<file path="src/include/fsps_pkg.sv">
/*
  Shared constants and types of the flash self-programming sequencer:
  register offsets, control bit positions, flash geometry, timing figures, states.
  Assumes nothing beyond a SystemVerilog compiler; nothing is imported.
*/
package fsps_pkg;

  // apb register byte offsets
  localparam logic [7:0] OFF_CTRL    = 8'h00;  // selfprog_control_reg
  localparam logic [7:0] OFF_POINTER = 8'h04;  // 16-bit byte pointer
  localparam logic [7:0] OFF_DATA    = 8'h08;  // word from the r1:r0 pair
  localparam logic [7:0] OFF_CMD     = 8'h0c;  // store/load-program strobes
  localparam logic [7:0] OFF_LOAD    = 8'h10;  // load-program result byte
  localparam logic [7:0] OFF_STATUS  = 8'h14;  // boot start, halt, blocked, eeprom busy

  // control register bit positions
  localparam int CTRL_EN_BIT    = 0;  // selfprog_enable_bit
  localparam int CTRL_ERASE_BIT = 1;  // page_erase_bit
  localparam int CTRL_WRITE_BIT = 2;  // page_write_bit
  localparam int CTRL_REEN_BIT  = 4;  // rw_area_reenable_bit
  localparam int CTRL_BUSY_BIT  = 6;  // rw_area_busy_flag, read only

  // command register bit positions
  localparam int CMD_STORE_BIT = 0;
  localparam int CMD_LOAD_BIT  = 1;

  // status register field positions
  localparam int STAT_EE_BIT      = 0;
  localparam int STAT_BLOCKED_BIT = 1;
  localparam int STAT_HALT_BIT    = 2;
  localparam int STAT_BOOT_LSB    = 16;

  // reset values
  localparam logic [15:0] PTR_RST  = 16'h0000;
  localparam logic [15:0] DATA_RST = 16'h0000;

  // flash geometry in words
  localparam int          PC_W       = 15;
  localparam int          WORD_AW    = 7;
  localparam int          PAGE_AW    = 8;
  localparam int          PAGE_WORDS = 128;
  localparam logic [7:0]  RWW_PAGES  = 8'he0;      // 224 read-while-write pages, blocked while busy
  localparam logic [14:0] RWW_LAST   = 15'h6fff;
  localparam logic [14:0] NO_READ_WHILE_WRITE_AREA_FIRST = 15'h7000;
  localparam logic [14:0] FLASH_TOP  = 15'h7fff;
  localparam logic [14:0] BOOT_START_512W  = 15'h7e00;
  localparam logic [14:0] BOOT_START_1024W = 15'h7c00;
  localparam logic [14:0] BOOT_START_2048W = 15'h7800;
  localparam logic [14:0] BOOT_START_4096W = 15'h7000;

  // timing: pclk cycles for the timed window, programming time in ns
  localparam logic [2:0] WINDOW_CYC  = 3'h4;
  localparam int         PROG_MIN_NS = 3700000;
  localparam int         PROG_MAX_NS = 4500000;

  typedef enum logic [1:0] {
    FSPS_IDLE,
    FSPS_ARMED,
    FSPS_STREAM,
    FSPS_PROG
  } fsps_state_t;

endpackage

</file>
<file path="src/include/fsps_buf_if.sv">
/*
  Port bundle between the sequencer and its temporary page buffer.
  Assumes one clock shared by both ends; read data is registered in the buffer.
*/
`timescale 1ns/1ps
`default_nettype none

interface fsps_buf_if #(
  parameter int AW = 7,
  parameter int DW = 16
);
  logic          we;
  logic [AW-1:0] waddr;
  logic [DW-1:0] wdata;
  logic [AW-1:0] raddr;
  logic [DW-1:0] rdata;

  modport owner (output we, output waddr, output wdata, output raddr, input rdata);
  modport mem   (input we, input waddr, input wdata, input raddr, output rdata);
endinterface

`default_nettype wire

</file>
<file path="src/rtl/fsps_page_buf.sv">
/*
  Temporary page buffer: one word per location, one write and one read port.
  Assumes the owner holds raddr for a cycle; rdata follows one edge later.
*/
`timescale 1ns/1ps
`default_nettype none

module fsps_page_buf #(
  parameter int DEPTH = 128
) (
  input  wire logic  clk,
  fsps_buf_if.mem    bus
);
  logic [15:0] mem_q [DEPTH];

  // no reset on the array: contents are undefined until filled
  always_ff @(posedge clk) begin
    if (bus.we) begin
      mem_q[bus.waddr] <= bus.wdata;
    end
    bus.rdata <= mem_q[bus.raddr];
  end
endmodule // fsps_page_buf

`default_nettype wire

</file>
<file path="src/rtl/fsps_sequencer.sv">
/*
  Flash self-programming sequencer with an APB register slave: page erase,
  temporary buffer fill, page write, re-enable of the read-while-write area,
  boot area decode and load-program byte reads.
  Assumes the flash array outside takes erase/write strobes and answers a read
  address one cycle later, and that rc_osc_tick is a one-cycle strobe from the
  calibrated RC oscillator, already synchronous to pclk.
*/
// The register addresses and the APB interface to the registers were chosen for this implementation.
// What this block and the software driving it do
// RULE1 - program and erase time is counted in RC oscillator ticks, not pclk
// RULE2 - each erase or write lasts between 3.7 ms and 4.5 ms
// RULE3 - two-bit boot size places the boot area at the top, ending 0x7fff
// RULE4 - pages below 224 are read-while-write, the top 32 pages are not
// RULE5 - word addresses are fifteen bits wide
// RULE6 - a page holds 128 words, low seven address bits pick the word
// RULE7 - page number for erase and write comes from pointer bits 15 to 8
// RULE8 - pointer bits 7 to 1 select the buffer word, zero for page write
// RULE9 - pointer bit 0 is zero for stores and selects the byte for loads
// RULE10 - during erase or write only the no-read-while-write area is readable
// RULE11 - erase plus enable, then a store, erases the pointed page
// RULE12 - write plus enable, then a store, writes the buffer to the page
// RULE13 - enable alone, then a store, puts the data word into the buffer
// RULE14 - re-enable plus enable, then a store, frees the read-while-write area
// RULE15 - busy flag is set while the read-while-write area is unreadable
// RULE16 - software waits for enable to read zero before the next command
// RULE17 - software waits for eeprom write busy clear before writing control
// RULE18 - software masks interrupts around the timed control write
// RULE19 - the store must come within four cycles of the control write
// RULE20 - busy flag clears only through the re-enable command
// RULE21 - an eeprom write in progress blocks all programming commands
// RULE22 - a page write to the top area halts the processor until done
// RULE23 - enable clears by itself on completion or when the window lapses
`timescale 1ns/1ps
`default_nettype none

module fsps_sequencer #(
  parameter int RC_TICK_NS = 1000,
  parameter int PROG_TICKS = (fsps_pkg::PROG_MIN_NS + RC_TICK_NS - 1) / RC_TICK_NS
) (
  input  wire logic        pclk,
  input  wire logic        presetn,
  input  wire logic [7:0]  paddr,
  input  wire logic        psel,
  input  wire logic        penable,
  input  wire logic        pwrite,
  input  wire logic [31:0] pwdata,
  output logic      [31:0] prdata,
  output logic             pready,
  output logic             pslverr,
  input  wire logic        rc_osc_tick,
  input  wire logic        eeprom_write_busy_flag,
  input  wire logic [1:0]  boot_size_select,
  input  wire logic [14:0] cpu_fetch_addr,
  input  wire logic [15:0] flash_rd_data,
  output logic      [14:0] flash_rd_addr,
  output logic             flash_erase,
  output logic      [7:0]  flash_page,
  output logic             flash_wr_en,
  output logic      [14:0] flash_wr_addr,
  output logic      [15:0] flash_wr_data,
  output logic             rw_area_busy_flag,
  output logic             fetch_blocked,
  output logic             cpu_halt,
  output logic      [14:0] boot_start
);

  fsps_pkg::fsps_state_t state_q;
  logic        selfprog_enable_bit_q;
  logic        page_erase_bit_q;
  logic        page_write_bit_q;
  logic        rw_area_reenable_bit_q;
  logic        busy_q;
  logic [2:0]  win_q;
  logic [15:0] ptr_q;
  logic [15:0] data_q;
  logic [7:0]  page_index_q;
  logic [7:0]  wcnt_q;
  logic        rd_vld_q;
  logic [6:0]  rd_idx_q;
  logic [15:0] tick_cnt_q;
  logic        ld_pend_q;
  logic        ld_byte_sel_q;
  logic [7:0]  load_byte_q;
  logic [31:0] prdata_q;
  logic        pready_q;
  logic        pslverr_q;
  logic        flash_erase_q;
  logic        flash_wr_en_q;
  logic [14:0] flash_wr_addr_q;
  logic [15:0] flash_wr_data_q;
  logic [14:0] flash_rd_addr_q;
  logic        fetch_blocked_q;
  logic        cpu_halt_q;
  logic [14:0] boot_start_q;

  logic        wr_acc;
  logic        wr_ctrl;
  logic        wr_ptr;
  logic        wr_data;
  logic        wr_cmd;
  logic        rd_hit;
  logic [31:0] rdata_d;
  logic        store_req;
  logic        load_req;
  logic        ctrl_accept;
  logic        armed_store;
  logic        do_erase;
  logic        do_write;
  logic        do_reenable;
  logic        do_fill;
  logic        prog_done;
  logic        stream_done;
  logic [31:0] ctrl_view;
  logic [31:0] status_view;

  fsps_buf_if #(.AW(fsps_pkg::WORD_AW), .DW(16)) buf_bus ();

  fsps_page_buf #(
    .DEPTH (fsps_pkg::PAGE_WORDS)
  ) u_page_buf (
    .clk (pclk),
    .bus (buf_bus.mem)
  );

  // address decode; a write lands in the access cycle, where pready is high
  assign wr_acc = psel & penable & pwrite;
  always_comb begin
    wr_ctrl = 1'b0;
    wr_ptr  = 1'b0;
    wr_data = 1'b0;
    wr_cmd  = 1'b0;
    rd_hit  = 1'b1;
    if (paddr == fsps_pkg::OFF_CTRL) begin
      wr_ctrl = wr_acc;
    end else if (paddr == fsps_pkg::OFF_POINTER) begin
      wr_ptr = wr_acc;
    end else if (paddr == fsps_pkg::OFF_DATA) begin
      wr_data = wr_acc;
    end else if (paddr == fsps_pkg::OFF_CMD) begin
      wr_cmd = wr_acc;
    end else if (paddr == fsps_pkg::OFF_LOAD || paddr == fsps_pkg::OFF_STATUS) begin
      rd_hit = 1'b1;
    end else begin
      rd_hit = 1'b0;
    end
  end

  // register views as software reads them
  always_comb begin
    ctrl_view = 32'h0000_0000;
    ctrl_view[fsps_pkg::CTRL_EN_BIT]    = selfprog_enable_bit_q;
    ctrl_view[fsps_pkg::CTRL_ERASE_BIT] = page_erase_bit_q;
    ctrl_view[fsps_pkg::CTRL_WRITE_BIT] = page_write_bit_q;
    ctrl_view[fsps_pkg::CTRL_REEN_BIT]  = rw_area_reenable_bit_q;
    ctrl_view[fsps_pkg::CTRL_BUSY_BIT]  = busy_q;  // [RULE15]
    status_view = 32'h0000_0000;
    status_view[fsps_pkg::STAT_EE_BIT]      = eeprom_write_busy_flag;
    status_view[fsps_pkg::STAT_BLOCKED_BIT] = fetch_blocked_q;
    status_view[fsps_pkg::STAT_HALT_BIT]    = cpu_halt_q;
    status_view[fsps_pkg::STAT_BOOT_LSB +: fsps_pkg::PC_W] = boot_start_q;
  end

  always_comb begin
    rdata_d = 32'h0000_0000;
    if (paddr == fsps_pkg::OFF_CTRL) begin
      rdata_d = ctrl_view;
    end else if (paddr == fsps_pkg::OFF_POINTER) begin
      rdata_d = {16'h0000, ptr_q};
    end else if (paddr == fsps_pkg::OFF_DATA) begin
      rdata_d = {16'h0000, data_q};
    end else if (paddr == fsps_pkg::OFF_LOAD) begin
      rdata_d = {24'h000000, load_byte_q};
    end else if (paddr == fsps_pkg::OFF_STATUS) begin
      rdata_d = status_view;
    end
  end

  // apb answer: read data and pready are set up in the setup cycle,
  // so every transfer finishes in its first access cycle
  always_ff @(posedge pclk or negedge presetn) begin
    if (!presetn) begin
      prdata_q  <= 32'h0000_0000;
      pready_q  <= 1'b0;
      pslverr_q <= 1'b0;
    end else begin
      pready_q  <= psel & ~penable;
      pslverr_q <= psel & ~penable & ~rd_hit;
      if (psel & ~penable & ~pwrite) begin
        prdata_q <= rdata_d;
      end
    end
  end

  // command decode inside the timed window
  assign store_req   = wr_cmd & pwdata[fsps_pkg::CMD_STORE_BIT];
  assign load_req    = wr_cmd & pwdata[fsps_pkg::CMD_LOAD_BIT];
  assign ctrl_accept = wr_ctrl & pwdata[fsps_pkg::CTRL_EN_BIT] & (state_q == fsps_pkg::FSPS_IDLE)
                       & ~eeprom_write_busy_flag;  // [RULE21]
  assign armed_store = store_req & (state_q == fsps_pkg::FSPS_ARMED)
                       & ~ptr_q[0];  // [RULE9]
  assign do_erase    = armed_store & page_erase_bit_q;  // [RULE11]
  assign do_write    = armed_store & ~page_erase_bit_q & page_write_bit_q
                       & (ptr_q[7:1] == 7'h00);  // [RULE12] [RULE8]
  assign do_reenable = armed_store & ~page_erase_bit_q & ~page_write_bit_q
                       & rw_area_reenable_bit_q;  // [RULE14]
  assign do_fill     = armed_store & ~page_erase_bit_q & ~page_write_bit_q
                       & ~rw_area_reenable_bit_q;  // [RULE13]
  assign stream_done = (state_q == fsps_pkg::FSPS_STREAM) & (wcnt_q == 8'(fsps_pkg::PAGE_WORDS));
  assign prog_done   = (state_q == fsps_pkg::FSPS_PROG) & rc_osc_tick
                       & (tick_cnt_q == 16'(PROG_TICKS - 1));  // [RULE1] [RULE2]

  // buffer fill uses pointer bits 7..1, so each word steps the pointer by two
  assign buf_bus.we    = do_fill;  // [RULE13]
  assign buf_bus.waddr = ptr_q[7:1];  // [RULE8]
  assign buf_bus.wdata = data_q;
  assign buf_bus.raddr = wcnt_q[6:0];

  // sequencer state and control bits; a lapsed window drops the request
  always_ff @(posedge pclk or negedge presetn) begin
    if (!presetn) begin
      state_q                <= fsps_pkg::FSPS_IDLE;
      selfprog_enable_bit_q  <= 1'b0;
      page_erase_bit_q       <= 1'b0;
      page_write_bit_q       <= 1'b0;
      rw_area_reenable_bit_q <= 1'b0;
      win_q                  <= 3'h0;
    end else begin
      case (state_q)
        fsps_pkg::FSPS_IDLE: begin
          if (ctrl_accept) begin
            state_q                <= fsps_pkg::FSPS_ARMED;
            selfprog_enable_bit_q  <= 1'b1;
            page_erase_bit_q       <= pwdata[fsps_pkg::CTRL_ERASE_BIT];
            page_write_bit_q       <= pwdata[fsps_pkg::CTRL_WRITE_BIT];
            rw_area_reenable_bit_q <= pwdata[fsps_pkg::CTRL_REEN_BIT];
            win_q                  <= fsps_pkg::WINDOW_CYC - 3'h1;  // [RULE19]
          end
        end
        fsps_pkg::FSPS_ARMED: begin
          if (do_erase) begin
            state_q <= fsps_pkg::FSPS_PROG;
          end else if (do_write) begin
            state_q <= fsps_pkg::FSPS_STREAM;
          end else if (store_req || win_q == 3'h0) begin
            // fill, re-enable, illegal pointer or lapsed window
            state_q                <= fsps_pkg::FSPS_IDLE;  // [RULE23] [RULE19]
            selfprog_enable_bit_q  <= 1'b0;
            page_erase_bit_q       <= 1'b0;
            page_write_bit_q       <= 1'b0;
            rw_area_reenable_bit_q <= 1'b0;
          end else begin
            win_q <= win_q - 3'h1;
          end
        end
        fsps_pkg::FSPS_STREAM: begin
          if (stream_done) begin
            state_q <= fsps_pkg::FSPS_PROG;
          end
        end
        fsps_pkg::FSPS_PROG: begin
          if (prog_done) begin
            state_q                <= fsps_pkg::FSPS_IDLE;
            selfprog_enable_bit_q  <= 1'b0;  // [RULE23]
            page_erase_bit_q       <= 1'b0;
            page_write_bit_q       <= 1'b0;
          end
        end
        default: begin
          state_q <= fsps_pkg::FSPS_IDLE;
        end
      endcase
    end
  end

  // pointer and data word; frozen while a page operation runs
  always_ff @(posedge pclk or negedge presetn) begin
    if (!presetn) begin
      ptr_q  <= fsps_pkg::PTR_RST;
      data_q <= fsps_pkg::DATA_RST;
    end else if (state_q == fsps_pkg::FSPS_IDLE || state_q == fsps_pkg::FSPS_ARMED) begin
      if (wr_ptr) begin
        ptr_q <= pwdata[15:0];
      end
      if (wr_data) begin
        data_q <= pwdata[15:0];
      end
    end
  end

  // page number latched at the store, erase strobe one cycle long
  always_ff @(posedge pclk or negedge presetn) begin
    if (!presetn) begin
      page_index_q  <= 8'h00;
      flash_erase_q <= 1'b0;
    end else begin
      flash_erase_q <= do_erase;  // [RULE11]
      if (do_erase || do_write) begin
        page_index_q <= ptr_q[15:8];  // [RULE7]
      end
    end
  end

  // page write streams the buffer out; read data lags its address by one edge
  always_ff @(posedge pclk or negedge presetn) begin
    if (!presetn) begin
      wcnt_q          <= 8'h00;
      rd_vld_q        <= 1'b0;
      rd_idx_q        <= 7'h00;
      flash_wr_en_q   <= 1'b0;
      flash_wr_addr_q <= 15'h0000;
      flash_wr_data_q <= 16'h0000;
    end else begin
      if (state_q == fsps_pkg::FSPS_STREAM && !stream_done) begin
        wcnt_q <= wcnt_q + 8'h01;
      end else if (state_q != fsps_pkg::FSPS_STREAM) begin
        wcnt_q <= 8'h00;
      end
      rd_vld_q      <= (state_q == fsps_pkg::FSPS_STREAM) && !stream_done;
      rd_idx_q      <= wcnt_q[6:0];
      flash_wr_en_q <= rd_vld_q;  // [RULE12]
      if (rd_vld_q) begin
        flash_wr_addr_q <= {page_index_q, rd_idx_q};  // [RULE5] [RULE6]
        flash_wr_data_q <= buf_bus.rdata;
      end
    end
  end

  // programming time counted in oscillator ticks, whatever pclk runs at
  always_ff @(posedge pclk or negedge presetn) begin
    if (!presetn) begin
      tick_cnt_q <= 16'h0000;
    end else if (state_q != fsps_pkg::FSPS_PROG) begin
      tick_cnt_q <= 16'h0000;
    end else if (rc_osc_tick) begin
      tick_cnt_q <= tick_cnt_q + 16'h0001;  // [RULE1]
    end
  end

  // busy flag: set by erase or write, cleared by the re-enable command only
  always_ff @(posedge pclk or negedge presetn) begin
    if (!presetn) begin
      busy_q <= 1'b0;
    end else if (do_erase || do_write) begin
      busy_q <= 1'b1;  // [RULE15] [RULE20]
    end else if (do_reenable) begin
      busy_q <= 1'b0;  // [RULE14] [RULE20]
    end
  end

  // fetch guard while the busy flag is set, processor halt while a page write to a top-area page (RWW_PAGES and up) runs
  always_ff @(posedge pclk or negedge presetn) begin
    if (!presetn) begin
      fetch_blocked_q <= 1'b0;
      cpu_halt_q      <= 1'b0;
    end else begin
      fetch_blocked_q <= busy_q && (cpu_fetch_addr <= fsps_pkg::RWW_LAST);  // [RULE10] [RULE4]
      cpu_halt_q      <= (state_q == fsps_pkg::FSPS_STREAM || state_q == fsps_pkg::FSPS_PROG)
                         && !prog_done && page_write_bit_q
                         && (page_index_q >= fsps_pkg::RWW_PAGES);  // [RULE22] [RULE4]
    end
  end

  // boot area start from the size select; always ends at the top word
  always_ff @(posedge pclk or negedge presetn) begin
    if (!presetn) begin
      boot_start_q <= fsps_pkg::BOOT_START_4096W;
    end else begin
      case (boot_size_select)  // [RULE3]
        2'h3:    boot_start_q <= fsps_pkg::BOOT_START_512W;
        2'h2:    boot_start_q <= fsps_pkg::BOOT_START_1024W;
        2'h1:    boot_start_q <= fsps_pkg::BOOT_START_2048W;
        default: boot_start_q <= fsps_pkg::BOOT_START_4096W;
      endcase
    end
  end

  // load-program read; a busy read-while-write area gives no data
  always_ff @(posedge pclk or negedge presetn) begin
    if (!presetn) begin
      flash_rd_addr_q <= 15'h0000;
      ld_pend_q       <= 1'b0;
      ld_byte_sel_q   <= 1'b0;
      load_byte_q     <= 8'h00;
    end else begin
      ld_pend_q <= 1'b0;
      if (load_req && !(busy_q && ptr_q[15:1] <= fsps_pkg::RWW_LAST)) begin  // [RULE10]
        flash_rd_addr_q <= ptr_q[15:1];  // [RULE5]
        ld_byte_sel_q   <= ptr_q[0];  // [RULE9]
        ld_pend_q       <= 1'b1;
      end
      if (ld_pend_q) begin
        load_byte_q <= ld_byte_sel_q ? flash_rd_data[15:8] : flash_rd_data[7:0];  // [RULE9]
      end
    end
  end

  // every output comes straight from a flop
  assign prdata            = prdata_q;
  assign pready            = pready_q;
  assign pslverr           = pslverr_q;
  assign flash_rd_addr     = flash_rd_addr_q;
  assign flash_erase       = flash_erase_q;
  assign flash_page        = page_index_q;
  assign flash_wr_en       = flash_wr_en_q;
  assign flash_wr_addr     = flash_wr_addr_q;
  assign flash_wr_data     = flash_wr_data_q;
  assign rw_area_busy_flag = busy_q;
  assign fetch_blocked     = fetch_blocked_q;
  assign cpu_halt          = cpu_halt_q;
  assign boot_start        = boot_start_q;

endmodule // fsps_sequencer

`default_nettype wire

</file>
<file path="config.mk">
export PLATFORM = sky130hd
export DESIGN_NAME = fsps_sequencer
export DESIGN_NICKNAME = d
export VERILOG_FILES = /design/src/include/fsps_pkg.sv /design/src/include/fsps_buf_if.sv /design/src/rtl/fsps_page_buf.sv /design/src/rtl/fsps_sequencer.sv
export SDC_FILE = /design/constraint.sdc
export NUM_CORES = 2
export LEC_CHECK = 0
export BUFFER_PORTS_ARGS = -buffer_cell sky130_fd_sc_hd__clkbuf_2
export CAP_MARGIN = 20
export CORE_UTILIZATION = 40
export CTS_BUF_LIST = sky130_fd_sc_hd__clkbuf_4 sky130_fd_sc_hd__clkbuf_8 sky130_fd_sc_hd__clkbuf_16
export DETAILED_ROUTE_END_ITERATION = 8
export GPL_ROUTABILITY_DRIVEN = 0
export PLACE_DENSITY_LB_ADDON = 0.12
export RECOVER_POWER = 100
export SLEW_MARGIN = 20
export SYNTH_ARGS = -nofsm -noshare
export SYNTH_HDL_FRONTEND = slang
export SYNTH_SLANG_ARGS = --single-unit
export TNS_END_PERCENT = 100
</file>
<file path="constraint.sdc">
create_clock -name pclk -period 7.2 [get_ports pclk]
set_clock_uncertainty 0.15 [all_clocks]
set_input_delay 0 -clock pclk [delete_from_list [all_inputs] [get_ports pclk]]
set_output_delay 0 -clock pclk [all_outputs]
set_load 0.1 [all_outputs]
</file>
### Word level (Yosys, flattened, before mapping)

Memories as Yosys holds them, arrays and structs flattened. A register that Yosys moved wholly into a read port is not among the register bits.
Cells that the tools add are included.

| cells by class | value |
|---|---|
| add/subtract/negate cells | 3 |
| order comparisons | 3 |
| eq/ne operators | 23 |
| mux-type cells | 55 |
| reduce and logical (&&, ||, !) cells | 30 |
| bitwise gates (word level) | 30 |

Operators by type and width:

| cell | number |
|---|---|
| $mux W31 | 5 |
| $pmux W12 S3 | 1 |
| $mux W16 | 2 |
| $le A15 B15 Y1 const B | 2 |
| $mux W1 | 28 |
| $mux W8 | 3 |
| $and A1 B1 Y1 | 22 |
| $ne A2 B2 Y1 const B | 9 |
| $add A16 B1 Y16 const B | 1 |
| $eq A16 B12 Y1 const B | 1 |
| $eq A8 B4 Y1 const B | 2 |
| $eq A8 B5 Y1 const B | 2 |
| $mux W2 | 6 |
| $mux W3 | 4 |
| $reduce_and A5 Y1 | 2 |
| $pmux W1 S3 | 3 |
| $add A8 B1 Y8 const B | 1 |
| $eq A2 B2 Y1 const B | 4 |
| $eq A8 B3 Y1 const B | 1 |
| $eq A8 B8 Y1 const B | 1 |
| $ge A8 B8 Y1 const B | 1 |
| $logic_not A8 Y1 | 1 |
| $not A1 Y1 | 8 |
| $pmux W2 S4 | 1 |
| 16 further kinds | 33 |

| word-level totals | value |
|---|---|
| memories | 1 |
| RAM bits | 2,048 |
| register bits | 191 |
| logic and storage cells | 173 |

Memory list:

| memory | words | width | rd ports | clocked after memory_dff | write ports | line | RTL |
|---|---|---|---|---|---|---|---|
| u_page_buf.mem_q | 128 | 16 | 1 | 1 | 1 | fsps_page_buf.sv:14 | `logic [15:0] mem_q [DEPTH];` |

### Longest topological paths before layout

| logic depth | value |
|---|---|
| depth in word-level cells | 15 |
| depth in mapped cells | 11 |
| depth with buffers taken out | 7 |

### Hierarchy

A second synthesis with hierarchy kept.

| second synthesis, totals | value |
|---|---|
| cell total of the unflattened synthesis | 3,671 |
| area, all modules | 85,729.7 sq um |

Modules (own cells, without submodules):

| module | seq. area each (sq um) | cells each | times used | area each (sq um) |
|---|---|---|---|---|
| fsps_page_buf | 61,819.3 | 3,086 | 1 | 78,522.8 |
| fsps_sequencer | 4,179.0 | 585 | 1 | 7,206.9 |

### Worst setup path after synthesis

Ideal clock, no wire load.

| path | value |
|---|---|
| kind | register -> register |
| from | register (tool-made name) |
| to | memory u_page_buf.mem_q[106][0] (enable) |
| clock period less this slack | 3,252 ps |
| arrival time | 2,714 ps |
| path slack | 3,948 ps |
| stages on the path, launching flop included | 10 |
| data required time | 6,661 ps |
| buffers on the path | 3 |
| cells stage by stage | dfrtp_1 -> clkbuf_1 -> nand2b_1 -> or2_2 -> nor2_1 -> nand4b_1 -> or3_1 -> clkbuf_1 -> clkbuf_1 -> nor2_1 |

RTL lines:

| item | line |
|---|---|
| end: declaration | fsps_page_buf.sv:14 |

### Final worst setup path

| path | value |
|---|---|
| from | input paddr[5] |
| to | memory u_page_buf.mem_q[113][9] (enable) |

| on the way | value |
|---|---|
| longest elaborated chain between the ends | 13 |
| elaborated cells between the ends (all ways) | 16 |

Ends and longest elaborated chain:

| item | line | RTL |
|---|---|---|
| start: declaration | fsps_sequencer.sv:43 | `input wire logic [7:0] paddr,` |
| $eq A8 B4 Y1 | fsps_sequencer.sv:140 | `end else if (paddr == fsps_pkg::OFF_CMD) begin` |
| $mux W1 | fsps_sequencer.sv:140 |  |
| $mux W1 | fsps_sequencer.sv:138 | `end else if (paddr == fsps_pkg::OFF_DATA) begin` |
| $mux W1 | fsps_sequencer.sv:136 | `end else if (paddr == fsps_pkg::OFF_POINTER) begin` |
| $mux W1 (*) | fsps_sequencer.sv:134 | `if (paddr == fsps_pkg::OFF_CTRL) begin` |
| $and A1 B1 Y1 (*) | fsps_sequencer.sv:196 | `assign store_req = wr_cmd & pwdata[fsps_pkg::CMD_STORE_BIT];` |
| $and A1 B1 Y1 (*) | fsps_sequencer.sv:200 | `assign armed_store = store_req & (state_q == fsps_pkg::FSPS_ARMED)` |
| $and A1 B1 Y1 (*) | fsps_sequencer.sv:201 | `& ~ptr_q[0];` |
| $and A1 B1 Y1 (*) (2 in series) | fsps_sequencer.sv:207 | `assign do_fill = armed_store & ~page_erase_bit_q & ~page_write_bit_q` |
| $and A1 B1 Y1 (*) | fsps_sequencer.sv:208 | `& ~rw_area_reenable_bit_q;` |
| $mux W1 (*) | fsps_page_buf.sv:18 | `if (bus.we) begin` |
| $mux W1 (not written as such) (*) | fsps_page_buf.sv:19 | `mem_q[bus.waddr] <= bus.wdata;` |

Every way passes the cells marked *; elsewhere a longest branch is shown, timed or not.

==> impl_metrics.csv <==
group,metric,value,unit
status,outcome,"finished with violations",
status,violations,"capacitance limit, slew limit",
floorplan,initial_core_util,40.3,%
timing,rsz0062_at_grt,"false",
critical_path,critPathLaunch,"paddr[5]",
synth,avgSynthCellArea,23.3,um^2
timing,worstMarginPinSlew,4890,ps
synth,synth_ff_type,"edfxtp_1",
placement,hpwl,125000,um
global_route,grt_pass1_vias,40700,
final_layout,syn2layout_area_growth,15.2,%
cts,cts_resized,0,
synth,synth_fa_ha_area_share,0.0731,%
cts,cts_buffer_depth,3,
floorplan,die_h,465,um
critical_path,crit_fanout,16,
synth,synth_enable_flop_cells,2048,
final_layout,final.fill_count,17800,
critical_path,timing.rr.start,"buf_bus.wdata[5]",
final_layout,regArea,66000,um^2
routing,drt_iter0_markers,3865,
cts,clock_latency,860,ps
final_layout,multi_input_area,18700,um^2
timing,period_share,88.5,%
timing,fmaxAchievable,157,MHz
final_layout,drive_gt1_share,29.6,%
synth,yosysUniqueCellTypes,47,
power,power.internal,0.0212,W
run,max-cap-violations,54,
cts,clk_pin_slew,60,ps
synth,yosys.area_share.xor_xnor,0.194,%
timing,max_slew_margin,-226,%
floorplan,die_width,465,um
synth,async_flop_share,7.49,%
synth,synth_top_family_by_area,"multiplexers",
power,p_switching,0.00527,W
routing,vias,39500,
power,switching_share,19.9,%
cts,cts_sinks,2231,
critical_path,cp-endpoint,"u_page_buf.mem_q[113][9]",
routing,wl,218000,um
global_route,antenna_found_initial,33,
routing,wl_per_cell,30.4,um
cts,cts_buffers,231,
global_route,grt_first_pass_wirelength,309000,um
timing,period_minus_slack,6370,ps
routing,dr.pass1.iters,5,
synth,synth-compound-area-share,0.572,%
final_layout,final_common_cell,"edfxtp_1",
critical_path,rrSetupSlack,1390,ps
power,leakagePower,33.8,nW
routing,drc,0,
cts,cts_htree_levels,4,
floorplan,std_cell_rows,169,
floorplan,core_area,212000,um^2
timing,setup_violations,0,
global_route,grt.overflow.total,0,
floorplan,dieArea,216000,um^2
timing,setup_tns,0,ps
timing,setup_ws,830,ps
power,vdd_drop_max,0.289,mV
synth,seq_area_frac_synth,77.1,%
power,seq_power_share,53.3,%
power,power_frac_comb,1.5,%
critical_path,reg2reg_depth,1,
critical_path,rr_endpoint,"u_page_buf.mem_q[57][5]",
timing,drv_slew,2455,
global_route,grt_use_total,20.3,%
cts,cts_tree,"done",
synth,synth_area,85600,um^2
power,power_frac_clock,45.2,%
routing,antenna_left,0,
cts,root_buffer,"clkbuf_16",
synth,synth-seq-cells,2231,
critical_path,cp_data_required_time,7600,ps
synth,syn-instance-count,3675,
synth,synth-simple-area-share,1.66,%
critical_path,cp.arrival,6770,ps
critical_path,start_kind,"input pin",
placement,numPortBuffers,137,
synth,synthMuxAreaShare,19.2,%
final_layout,fin_nets,4224,
critical_path,end_kind,"flip-flop",
worst_hold_path,hp-class,"in2reg",
power,pwr_density_cell,268,nW/um^2
final_layout,final_cell_mix,"edfxtp_1, mux4_2, clkbuf_16",
synth,ys_warn_count,0,
floorplan,io_pins,188,
timing,hold_viol,0,
routing,vias_per_cell,5.52,
global_route,grt_max_degree,116,
critical_path,worstSetupPathType,"in2reg",
placement,place_ws,2410,ps
layout make-up:
| class | instances | area share (%) |
|---|---|---|
| antenna | 6 | 0.0152 |
| timing repair buffer | 427 | 2.70 |
| inverter | 14 | 0.0533 |
| clock inverter | 129 | 1.22 |
| sequential | 2231 | 66.9 |
| clock buffer | 297 | 6.49 |
| tap | 2821 | 3.58 |
| multi-input combinational | 1234 | 19.0 |
flip-flops by register name, summed over array words and instances, names as in the netlist, 3 cells and up, named ones only:
| register | count |
|---|---|
| rd_idx_q | 7 |
| flash_page | 8 |
| wcnt_q | 8 |
| win_q | 3 |
| flash_wr_data | 16 |
| load_byte_q | 8 |
| u_page_buf.bus.rdata | 16 |
| prdata | 20 |
| tick_cnt_q | 16 |
| buf_bus.wdata | 16 |
| boot_start | 3 |
| ptr_q | 16 |
| flash_rd_addr | 15 |
| u_page_buf.mem_q | 2048 |
| flash_wr_addr | 15 |
worst max-delay path, stage by stage:
cell and delay (ps):
dlygate4sd3_1 530, clkbuf_2 110, dlygate4sd3_1 560, nor4_1 280
dlygate4sd3_1 610, clkbuf_1 260, nand4_1 260, nor2_1 460
nor4bb_1 880, nand2_1 1180, nor2_1 1250, buf_4 350
synth_stat cells, drive strengths merged (7+ instances only):
cell    number  area (um^2)
edfxtp    2048        61500
mux4       672        15100
nor2       180          676
dfrtp      167         4180
clkbuf     118          443
mux2       102         1150
buf         98          526
nand2       61          229
o21ai       33          165
a21oi       16         80.1
dfxtp       16          320
nand3       16         80.1
inv         14         52.6
mux2i       12          120
nand4       12         75.1
a22oi       10         75.1
xnor2       10         87.6
nor2b        9         56.3
xor2         9         78.8
nand2b       7         43.8
nor3         7         35.0
timing repair:
item / CTS / global route
hold buffers: 114 / 0
buffers inserted: 0 / 0
hold endpoints to repair: 286 / 0
setup endpoints to repair: 0 / 0
worst min-delay path by stage:
| stage | cells after the start | slack, ps | startpoint | end |
|---|---|---|---|---|
| 6_report | 3 | 260 | boot_size_select[1] | boot_start[10] |
| 2_1_floorplan | 0 | -450 | presetn | asynchronous set/reset pin |
| 3_3_place_gp | 1 | -20 | boot_size_select[1] | boot_start[10] |
| 3_5_place_dp | 1 | -9 | boot_size_select[1] | boot_start[10] |
| 4_1_cts | 4 | 130 | presetn | flash_rd_addr[9] |
| 5_1_grt | 3 | 260 | boot_size_select[1] | boot_start[10] |
per-layer routing:
layer | vias up | global-route usage (%) | wire, um | share of wire [%]
li1 | 16400 | - | - | -
met1 | 21600 | 28.8 | 94600 | 43
met2 | 1104 | 31.9 | 104000 | 48
met3 | 307 | 4.15 | 13400 | 6.1
met4 | 4 | 5.50 | 5320 | 2.4
met5 | - | 0 | 34 | 0.016
through the flow:
| step | hold WS [ps] | instance area [um^2] | std cells | total power [W] | util [%] |
|---|---|---|---|---|---|
| finish | 261 | 98600 | 7159 | 0.0264 | 46.4 |
| global route | 255 | 98600 | 7155 | 0.0272 | 46.4 |
| CTS | 134 | 99400 | 7150 | 0.0267 | 46.8 |
| detailed placement | -8.83 | 90700 | 6610 | 0.0147 | 42.7 |
| global placement | -21.4 | 90700 | 6610 | 0.0147 | 42.7 |
| floorplan | -446 | 85600 | 3695 | 0.0146 | - |
power by group through the flow:
stage / registers [W] / logic (W) / clock network [W]
after detailed placement: 0.0144 / 0.000345 / 0
final: 0.0141 / 0.000399 / 0.0119
after global routing: 0.0141 / 0.000429 / 0.0127
after floorplan: 0.0144 / 0.000195 / 0
after CTS: 0.0141 / 0.000404 / 0.0122
after global placement: 0.0144 / 0.000341 / 0
cell families after synthesis:
group,count (synthesis)
AOI/OAI and AO/OA,79
and+or+nand+nor,323
xor gates and xnor gates,19
buffers and inverters,230
muxes,786
other,2
adders and majority gates,5
DFF,2231
No activity file was read; power rests on OpenSTA's default activity.
